===== src/core/sep_pkg.sv =====
// shared constants, types and state record of the serial memory slave
package sep_pkg;

  // ----------------------------------------------------------------
  // select byte layout
  // ----------------------------------------------------------------
  localparam logic [3:0] DEV_CODE      = 4'hA;   // fixed bits 1,0,1,0
  localparam logic [3:0] BIT_LAST      = 4'h8;   // eighth data clock
  localparam logic [3:0] BIT_ACK       = 4'h9;   // ninth, acknowledge clock
  localparam logic [7:0] ERASE_ADDR    = 8'h00;  // address that arms full erase
  localparam logic [7:0] ERASED_BYTE   = 8'hFF;  // erased cell pattern

  // ----------------------------------------------------------------
  // programming times
  // ----------------------------------------------------------------
  localparam int CLK_KHZ       = 125000;        // 125 MHz system clock
  localparam int PROG_TIME_MS  = 20;            // erase plus write, longest
  localparam int ERASE_TIME_MS = 20;            // whole array erase, longest
  localparam int PROG_CYC      = PROG_TIME_MS * CLK_KHZ;   // rounded down
  localparam int ERASE_CYC     = ERASE_TIME_MS * CLK_KHZ;  // rounded down
  localparam int CNT_W         = 22;            // holds 2.5 million

  // ----------------------------------------------------------------
  // avalon register map (byte addresses)
  // ----------------------------------------------------------------
  localparam logic [3:0]  REG_CTRL     = 4'h0;  // bit0 slave enable
  localparam logic [3:0]  REG_STATUS   = 4'h4;  // busy, erase, address
  localparam logic        CTRL_EN_RST  = 1'h1;  // slave answers after reset
  localparam int          ST_BUSY_BIT  = 0;
  localparam int          ST_ERASE_BIT = 1;
  localparam int          ST_ADDR_LSB  = 8;

  // ----------------------------------------------------------------
  // byte sequencer states, gray along idle-select-address-data
  // ----------------------------------------------------------------
  typedef enum logic [2:0] {
    SEP_IDLE   = 3'h0,
    SEP_SELECT = 3'h1,
    SEP_ADDR   = 3'h3,
    SEP_WDATA  = 3'h2,
    SEP_RDATA  = 3'h6,
    SEP_IGNORE = 3'h7
  } sep_state_t;

  // synchronised pin group
  typedef struct packed {
    logic       scl;
    logic       sda;
    logic [2:0] select_bits;      // strap levels select_bit_2..0
    logic       select_bit_2_open; // total erase strap condition
  } sep_pins_t;

  // whole state of the slave
  typedef struct packed {
    sep_state_t        state;
    sep_state_t        nst;       // state after the ack clock
    logic              scl_q;
    logic              sda_q;
    logic [3:0]        bitcnt;
    logic [7:0]        shreg;
    logic [7:0]        addr;
    logic [7:0]        data;
    logic              pend;      // complete write, waiting for stop
    logic              busy;
    logic              erase_all;
    logic [CNT_W-1:0]  cnt;
    logic              sda_oe;
    logic              sda_out;
    logic              enable;
    logic              avs_wait;
    logic [31:0]       rdata;
  } sep_state_rec_t;

endpackage


===== src/core/sep_sync.sv =====
// two flip-flop synchroniser for a group of pin levels
`timescale 1ns/100ps
module sep_sync #(
  parameter int W = 1
) (
  input  wire logic         i_mclk,
  input  wire logic         i_rst,
  input  wire logic [W-1:0] i_async,
  output logic      [W-1:0] o_sync
);

  logic [W-1:0] meta_ff;  // first stage, read only by second stage

  // ----------------------------------------------------------------
  // two stages, pins idle high like the bus
  // ----------------------------------------------------------------
  always_ff @(posedge i_mclk)
  begin
    if (i_rst)
    begin
      meta_ff <= '1;
      o_sync  <= '1;
    end
    else
    begin
      meta_ff <= i_async;
      o_sync  <= meta_ff;
    end
  end

endmodule // sep_sync


===== src/core/sep_core.sv =====
// two-wire 256x8 nonvolatile memory slave with avalon status port
//
// Summary of operation
// - write-select 1010+selects+0, memory acks clock nine
// - read-select has last bit 1, then transmit
// - address byte msb first, acked clock nine
// - write data msb first, acked clock nine
// - read data msb first, released clock nine
// - word program finishes within 20 ms
// - full erase finishes within 20 ms
// - selected only when select bits match straps
// - stop after 27 clocks starts programming
// - write-select aborts programming, read-select ignored
// - master ack low increments address, wraps
`timescale 1ns/100ps
module sep_core #(
  parameter int P_PROG_CYC  = sep_pkg::PROG_CYC,   // word program cycles
  parameter int P_ERASE_CYC = sep_pkg::ERASE_CYC   // full erase cycles
) (
  input  wire logic        i_mclk,
  input  wire logic        i_rst,
  input  wire logic        i_scl,
  input  wire logic        i_sda,
  output logic             o_sda_out,
  output logic             o_sda_oe,
  input  wire logic [2:0]  i_select_bits,
  input  wire logic        i_select_bit_2_open,
  input  wire logic [3:0]  i_avs_address,
  input  wire logic        i_avs_read,
  input  wire logic        i_avs_write,
  input  wire logic [31:0] i_avs_writedata,
  output logic [31:0]      o_avs_readdata,
  output logic             o_avs_waitrequest
);
  import sep_pkg::*;

  // ----------------------------------------------------------------
  // declarations
  // ----------------------------------------------------------------
  sep_pins_t        pins_raw;     // pins straight from outside
  sep_pins_t        pins;         // pins after two flops
  sep_state_rec_t   s_ff;         // registered state
  sep_state_rec_t   nxt_s;        // next state
  logic [7:0]       mem [256];    // the array itself
  logic [7:0]       mem_rd;       // byte at current address
  logic             mem_we;       // array write strobe
  logic [7:0]       mem_wa;       // array write address
  logic [7:0]       mem_wd;       // array write data
  logic             scl_rise;
  logic             scl_fall;
  logic             start_evt;
  logic             stop_evt;
  logic             sel_match;    // select byte addresses this chip
  logic [CNT_W-1:0] prog_last;    // last cycle of current program

  assign pins_raw = '{scl: i_scl, sda: i_sda, select_bits: i_select_bits,
                      select_bit_2_open: i_select_bit_2_open};

  sep_sync #(.W($bits(sep_pins_t))) u_sync (
    .i_mclk  (i_mclk),
    .i_rst   (i_rst),
    .i_async (pins_raw),
    .o_sync  (pins)
  );

  // ----------------------------------------------------------------
  // bus events, all on synchronised levels
  // ----------------------------------------------------------------
  assign scl_rise  = pins.scl & ~s_ff.scl_q;
  assign scl_fall  = ~pins.scl & s_ff.scl_q;
  assign start_evt = pins.scl & s_ff.scl_q & s_ff.sda_q & ~pins.sda;
  assign stop_evt  = pins.scl & s_ff.scl_q & ~s_ff.sda_q & pins.sda;
  assign sel_match = (s_ff.shreg[7:4] == DEV_CODE)
                   & (s_ff.shreg[3:1] == pins.select_bits) & s_ff.enable;
  assign mem_rd    = mem[s_ff.addr];
  // erase and program share one timer, lengths may differ
  assign prog_last = s_ff.erase_all ? CNT_W'(P_ERASE_CYC - 1)
                                    : CNT_W'(P_PROG_CYC - 1);

  // ----------------------------------------------------------------
  // next state
  // ----------------------------------------------------------------
  always_comb
  begin
    nxt_s       = s_ff;
    mem_we      = 1'b0;
    mem_wa      = s_ff.addr;
    mem_wd      = s_ff.data;
    nxt_s.scl_q = pins.scl;
    nxt_s.sda_q = pins.sda;

    // programming timer
    if (s_ff.busy)
    begin
      nxt_s.cnt = s_ff.cnt + CNT_W'(1);
      if (s_ff.erase_all)
      begin
        mem_we = 1'b1;
        mem_wa = s_ff.cnt[7:0];
        mem_wd = ERASED_BYTE;
      end
      if (s_ff.cnt == prog_last)
      begin
        nxt_s.busy = 1'b0;
        mem_we     = 1'b1;
      end
    end

    if (start_evt)
    begin
      // any start, repeated or not, reopens select
      nxt_s.state  = SEP_SELECT;
      nxt_s.bitcnt = '0;
      nxt_s.sda_oe = 1'b0;
      nxt_s.pend   = 1'b0;
    end
    else if (stop_evt)
    begin
      nxt_s.state  = SEP_IDLE;
      nxt_s.sda_oe = 1'b0;
      nxt_s.pend   = 1'b0;
      if (s_ff.pend)
      begin
        nxt_s.busy      = 1'b1;
        nxt_s.cnt       = '0;
        nxt_s.erase_all = pins.select_bit_2_open & (s_ff.addr == ERASE_ADDR)
                        & (s_ff.data == ERASED_BYTE);
      end
    end
    else if (scl_rise)
    begin
      if (s_ff.bitcnt < BIT_LAST)
      begin
        nxt_s.bitcnt = s_ff.bitcnt + 4'h1;
        if (s_ff.state != SEP_RDATA)
          nxt_s.shreg = {s_ff.shreg[6:0], pins.sda};
      end
      else if (s_ff.bitcnt == BIT_ACK && s_ff.state == SEP_RDATA)
      begin
        if (!pins.sda)
        begin
          nxt_s.addr = s_ff.addr + 8'h01;
          nxt_s.nst  = SEP_RDATA;
        end
        else
          nxt_s.nst = SEP_IGNORE;
      end
    end
    else if (scl_fall)
    begin
      if (s_ff.bitcnt == BIT_LAST)
      begin
        // ack clock begins: decide who holds the line
        nxt_s.bitcnt = BIT_ACK;
        nxt_s.sda_oe = 1'b0;
        nxt_s.nst    = s_ff.state;
        case (s_ff.state)
          SEP_SELECT:
          begin
            if (!sel_match)
              nxt_s.nst = SEP_IGNORE;
            else if (!s_ff.shreg[0])
            begin
              nxt_s.sda_oe = 1'b1;
              nxt_s.nst    = SEP_ADDR;
              nxt_s.busy   = 1'b0;
            end
            else if (s_ff.busy)
              nxt_s.nst = SEP_IGNORE;
            else
            begin
              nxt_s.sda_oe = 1'b1;
              nxt_s.nst    = SEP_RDATA;
            end
          end
          SEP_ADDR:
          begin
            nxt_s.addr   = s_ff.shreg;
            nxt_s.sda_oe = 1'b1;
            nxt_s.nst    = SEP_WDATA;
          end
          SEP_WDATA:
          begin
            nxt_s.data   = s_ff.shreg;
            nxt_s.sda_oe = 1'b1;
            nxt_s.pend   = 1'b1;
            nxt_s.nst    = SEP_IGNORE;
          end
          default:
            nxt_s.nst = s_ff.state;
        endcase
      end
      else if (s_ff.bitcnt == BIT_ACK)
      begin
        // ack clock over: move on, load read byte
        nxt_s.bitcnt = '0;
        nxt_s.state  = s_ff.nst;
        nxt_s.sda_oe = 1'b0;
        if (s_ff.nst == SEP_RDATA)
        begin
          nxt_s.shreg  = mem_rd;
          nxt_s.sda_oe = ~mem_rd[7];
        end
      end
      else if (s_ff.state == SEP_RDATA && s_ff.bitcnt != 4'h0)
      begin
        // next bit, open drain pulls only zeros
        nxt_s.shreg  = {s_ff.shreg[6:0], 1'b0};
        nxt_s.sda_oe = ~s_ff.shreg[6];
      end
    end

    // avalon slave: one wait cycle, then answer for one cycle
    nxt_s.avs_wait = 1'b1;
    if ((i_avs_read | i_avs_write) && s_ff.avs_wait)
    begin
      nxt_s.avs_wait = 1'b0;
      nxt_s.rdata    = '0;
      if (i_avs_address == REG_CTRL)
        nxt_s.rdata[0] = s_ff.enable;
      else if (i_avs_address == REG_STATUS)
      begin
        nxt_s.rdata[ST_BUSY_BIT]               = s_ff.busy;
        nxt_s.rdata[ST_ERASE_BIT]              = s_ff.busy & s_ff.erase_all; // cleared with busy after sweep, erase_all stays set
        nxt_s.rdata[ST_ADDR_LSB +: 8]          = s_ff.addr;
      end
    end
    if (i_avs_write && !s_ff.avs_wait && i_avs_address == REG_CTRL)
      nxt_s.enable = i_avs_writedata[0];
  end

  // ----------------------------------------------------------------
  // state register
  // ----------------------------------------------------------------
  always_ff @(posedge i_mclk)
  begin
    if (i_rst)
    begin
      s_ff          <= '0;
      s_ff.scl_q    <= 1'b1;
      s_ff.sda_q    <= 1'b1;
      s_ff.enable   <= CTRL_EN_RST;
      s_ff.avs_wait <= 1'b1;
    end
    else
      s_ff <= nxt_s;
  end

  // ----------------------------------------------------------------
  // array, not reset: contents are nonvolatile
  // ----------------------------------------------------------------
  always_ff @(posedge i_mclk)
  begin
    if (mem_we)
      mem[mem_wa] <= mem_wd;
  end

  assign o_sda_out         = s_ff.sda_out;
  assign o_sda_oe          = s_ff.sda_oe;
  assign o_avs_readdata    = s_ff.rdata;
  assign o_avs_waitrequest = s_ff.avs_wait;
endmodule // sep_core


===== config.mk =====
export PLATFORM = sky130hd
export DESIGN_NAME = sep_core
export DESIGN_NICKNAME = d
export VERILOG_FILES = /design/src/core/sep_pkg.sv /design/src/core/sep_sync.sv /design/src/core/sep_core.sv
export SDC_FILE = /design/constraint.sdc
export NUM_CORES = 2
export LEC_CHECK = 0
export BUFFER_PORTS_ARGS = -buffer_cell sky130_fd_sc_hd__buf_2
export CORE_ASPECT_RATIO = 2
export CORE_MARGIN = 4
export CORE_UTILIZATION = 30
export CTS_BUF_LIST = sky130_fd_sc_hd__clkbuf_8
export CTS_CLUSTER_DIAMETER = 40
export DETAILED_ROUTE_END_ITERATION = 6
export PLACE_DENSITY = 0.47
export RECOVER_POWER = 100
export SLEW_MARGIN = 20
export SYNTH_ARGS = -nofsm -noshare
export SYNTH_HDL_FRONTEND = slang
export SYNTH_SLANG_ARGS = --single-unit

===== constraint.sdc =====
create_clock -name i_mclk -period 14.2 [get_ports i_mclk]
set_input_delay 0.71 -clock i_mclk [delete_from_list [all_inputs] [get_ports i_mclk]]
set_output_delay 0.71 -clock i_mclk [all_outputs]
set_load 0.01 [all_outputs]

======== Word-level counts from Yosys, hierarchy flattened ========
Memories as Yosys holds them, arrays and structs flattened. A register that Yosys moved wholly into a read port is not among the register bits.
Cells that the tools add are included.
storage, ports and cells
  input bits .............................. 46
  bits in read-only memories .............. 0
  bits in latches ......................... 0
  memories kept ........................... 1
  RAM bits ................................ 2048
  register bits ........................... 86
  word-level logic and storage cells ...... 166
  output and inout bits ................... 35
memories
  name  words  width  read ports  clocked after memory_dff  write ports  line            RTL
  mem   256    8      1           1                         1            sep_core.sv:44  logic [7:0] mem [256];
cells by class
  reduce and logical (&&, ||, !) cells .... 30
  add/subtract/negate cells ............... 3
  eq/ne operators ......................... 22
  bitwise logic cells ..................... 23
  magnitude comparators ................... 1
  $mul .................................... 0
  multiplexer cells ....................... 67
  divide/modulo/power cells ............... 0
  shift-type cells ........................ 0
operators by type and width
  cell                                           number
  2-to-1 mux 8 bit                               17
  2-to-1 mux 24 bit                              2
  2-to-1 mux 33 bit                              1
  2-to-1 mux 30 bit                              1
  2-to-1 mux 1 bit                               28
  2-to-1 mux 23 bit                              1
  adder 22 x 1 -> 22 bit, second input constant  1
  equality test 22 bit, second input constant    1
  2-to-1 mux 22 bit                              1
  2-to-1 mux 20 bit                              1
  2-to-1 mux 18 bit                              1
  2-to-1 mux 3 bit                               6
  AND reduction 4 bit                            4
  AND reduction 8 bit                            2
  nonzero test 3 bit                             5
  bitwise AND 1 bit                              12
  equality test 4 bit, second input constant     3
  2-to-1 mux 12 bit                              1
  2-to-1 mux 4 bit                               3
  AND reduction 6 bit                            2
  inverter 1 bit                                 10
  2-to-1 mux 9 bit                               1
  one-hot mux 3 bit (3 select lines)             1
  adder 8 x 1 -> 8 bit, second input constant    1
  other kinds (25)                               40

======== Depth between registers and ports, before layout ========
  depth after elaboration ................. 11
  mapped depth ............................ 13
  mapped depth without buffers ............ 9

======== Modules after synthesis ========
From an unflattened synthesis, not the netlist that was laid out.
second synthesis, totals
  cells, all modules ...................... 4134
  area total of the unflattened synthesis .. 84446.0 um2
by module, submodules not included
  module    area an instance (um2)  sequential area each (um2)  instances  cells each
  sep_core  84125.7                 63140.6                     1          4109
  sep_sync  320.3                   240.2                       1          25

======== Worst setup path before layout ========
Ideal clock, no wire load.
  path type ............................... register to register
  from .................................... register s_ff[59] (netlist bit)
  to ...................................... memory mem[0][1] (data pin)
  data arrival time ....................... 4.014 ns
  setup slack ............................. 9.285 ns
  library setup time ...................... 0.901 ns
  stages on the path, launching flop included .. 4
  data required time ...................... 13.299 ns
  buffers on the path ..................... 1
  clock period less this slack ............ 4.915 ns
  cells stage by stage .................... dfxtp_1 > nand2_1 > clkbuf_1 > nand2b_1
between the ends
  cells in the longest elaborated chain, start to end .. 1
ends and longest elaborated chain
  item                    line             RTL
  from (decl)             sep_core.sv:42   sep_state_rec_t s_ff;
  from (signal assigned)  sep_core.sv:246  s_ff <= nxt_s;
  2-to-1 mux 8 bit        sep_core.sv:93   if (s_ff.busy)
  named net mem_wd[1]     sep_core.sv:48   logic [7:0] mem_wd;
  to (decl)               sep_core.sv:44
The timed path passes the listed nets, and every way through them passes these cells.

======== Final worst setup path ========
  from .................................... register s_ff[59] (netlist bit)
  to ...................................... memory mem[4][2] (data pin)
The elaborated chain is that of the path after synthesis.

==> flow_summary.yaml <==
run_status:
  outcome: "complete, but fails checks"
  violations: "capacitance limit, slew limit"
grt:
  gr-total-overflow: 0
  grt.busiest_layer: "met2"
  grt_pass1_vias: 44300
  grtUsageTotal_pct: 16.6
  grt_max_degree: 201
  grt_use_met1_pct: 17.2
  antenna_found_initial: 4
  grtUsageMet3_pct: 1.95
  use_met2_pct: 32.6
  grt_pass1_wl_mm: 343
finish:
  regArea_mm2: 0.0634
  multiInputGateArea_mm2: 0.0194
  fillers: 26800
  fin_nets: 4442
  layout_common_cells: "edfxtp_1 (2,048), mux4_2 (516), nor2_1 (374)"
  drive_above_1_share_pct: 22.7
  final_common_cell: "edfxtp_1"
  areaGrowthSynthToFinish_pct: 11.2
timing:
  fin_skew_ns: 0.0746
  drv_slew: 1276
  slew_headroom_pct: -171
  setup_viol: 0
  clock.fmax_mhz: 114
  period_needed_ns: 8.75
  period_share_pct: 61.6
  worstMarginPinSlew_ns: 4.06
  finalWorstSetupSlack_ns: 5.45
  tns_ns: 0
  hold_violations: 0
  rsz0062_at_grt: "false"
route:
  drtIter0Drc: 2943
  drc: 0
  antenna_left: 0
  avgRoutedWirePerCell_um: 29.1
  dr.pass1.iters: 5
  viasPerCell: 4.98
  vias: 41600
  routed_wl_mm: 243
logic_synthesis:
  syn_inst: 4226
  syn_area_per_cell_um2: 19.9
  ys_async_sr_fraction_pct: 0
  dominantRegCellSynth: "edfxtp_1"
  synth-edff-count: 2048
  netlist_area_mm2: 0.0843
  ys_ff_latch: 2142
  ys_warn_count: 0
  seq_area_frac_synth_pct: 75.2
  synth.distinct_cells: 67
clocking:
  cts_buffers: 302
  clock_latency_ns: 0.95
  ctsResizeCount: 0
  cts_buffer_depth: 4
  clk_pin_slew_ns: 0.07
  h-tree-depth: 5
  cts_tree: "built"
  clock_sinks: 2142
  cts_root_buf: "clkbuf_8"
pwr:
  leakagePower_nw: 28.1
  seqPwrFrac_pct: 59.9
  pwr-share-clk_pct: 39.9
  sw_frac_of_total_pct: 21.0
  net-switching-power_mw: 2.39
  p_int_mw: 8.98
  p_per_area_mw_per_mm2: 121
  irDropWorstVdd_mv: 0.0710
  pwr-share-comb_pct: 0.2
floorplanning:
  coreArea_mm2: 0.280
  io-pin-count: 81
  rows: 275
  dieHeight_um: 758
  die_w_um: 383
  start_util_pct: 30.1
  die_area_mm2: 0.290
worst_setup_path:
  worst-r2r-setup-slack_ns: 5.45
  endpoint_kind: "flop"
  r2r_end: "mem[4][2]"
  cp_data_required_time_ns: 14.78
  cp_data_arrival_time_ns: 9.33
  crit_type: "flop to flop"
  critical_path.max_fanout: 77
  start_kind: "flop"
  r2r_cells: 6
  r2r-start: "s_ff[59]"
place:
  numPortBuffers: 26
  hpwlAfterDp_mm: 151
  dp_slack_ns: 8.69
  gp_congestion: 0.818
run:
  maxCapViolations: 32
min_path:
  holdPathEnd: "s_ff[33]"
  whs_path_depth: 4
  worstHoldPathType: "input pin to flop"
  hold_start: "i_avs_write"
layout make-up:
class | count | area share [%]
Antenna cell | 4 | 0.0107
Tap cell | 3739 | 4.99
Multi-Input combinational cell | 1806 | 20.7
Timing Repair Buffer | 114 | 0.860
Inverter | 20 | 0.0828
Clock buffer | 311 | 4.57
Sequential cell | 2142 | 67.6
Clock inverter | 210 | 1.12
state kept, by name (all words and copies together) (netlist names), named ones only:
signal	count
mem	2048
s_ff	62
o_avs_readdata	10
u_sync.meta_ff	6
u_sync.o_sync	6
o_avs_waitrequest	1
o_sda_oe	1
per-layer routing:
metal  vias up  wire [µm]
met5         -          0
met4         0      12800
met1     22400      83300
li1      17600          -
met2      1125     139000
met3       430       8670
cell usage after synthesis (all sizes together) (11+ instances only):
library cell,number,area [µm²]
a31oi,11,68.8
and2,14,87.6
nand3,52,260
buf,166,1100
dfxtp,94,1880
nand2b,25,156
nor3,41,210
clkbuf,114,428
nor4,23,144
inv,19,71.3
nor2,374,1400
mux2,57,642
o21ai,42,210
o22ai,16,100
mux4,516,11600
nor2b,25,156
nand4,16,100
a211oi,37,278
a21oi,48,240
a221oi,19,166
edfxtp,2048,61500
a311oi,15,131
nand2,139,522
a22oi,36,270
xor2,17,149
mux2i,111,1110
or2,19,119
metrics by stage:
step	cell area [µm²]	std cells	utilization, %	hold WS, ns	power [mW]
floorplan	84400	4248	-	0.389	6.97
global placement	88500	7812	31.6	0.406	6.97
detailed placement	88500	7812	31.6	0.397	6.97
CTS	93900	8340	33.5	0.0196	11.5
global route	93700	8343	33.5	0.111	11.8
finish	93700	8346	33.5	0.129	11.4
logic make-up after synthesis:
family                   Yosys count  share of synthesized area (%)
AND/OR/NAND/NOR                  771                           4.14
adder cells (fa/ha/maj)           10                          0.148
buffers and inverters            300                           1.91
AO/OA/AOI/OAI                    293                           2.46
XOR/XNOR                          25                          0.260
other                              1                        0.00445
multiplexers                     684                           15.9
flip-flops                      2142                           75.2
critical path, stage by stage (launching register included):
cell and delay, ns:
dfxtp_1 0.69, nand2_2 0.06, clkbuf_1 0.62, nand2b_1 2.19, clkbuf_1 2.97, buf_4 0.87, buf_4 0.75
how the worst max path moves through the flow:
stage             start           to  cells past startpoint
2_1_floorplan  s_ff[59]    mem[0][1]                      3
3_3_place_gp       flop     s_ff[84]                      9
3_5_place_dp       flop     s_ff[84]                      9
4_1_cts            flop     s_ff[82]                      8
5_1_grt        s_ff[59]  mem[198][6]                      5
6_report       s_ff[59]    mem[4][2]                      6
power by group through the flow:
stage / clock network (mW) / logic [mW] / registers (mW)
floorplan: 0 / 0.0183 / 6.95
global placement: 0 / 0.0195 / 6.95
detailed placement: 0 / 0.0197 / 6.95
CTS: 4.68 / 0.0213 / 6.81
global route: 4.93 / 0.0232 / 6.81
finish: 4.54 / 0.0208 / 6.81
what timing repair did:
action,4_1_cts,5_1_grt
hold endpoints to repair,7,0
hold buffers,7,0
buffers inserted,0,0
Power figures use the tool's default switching activity.
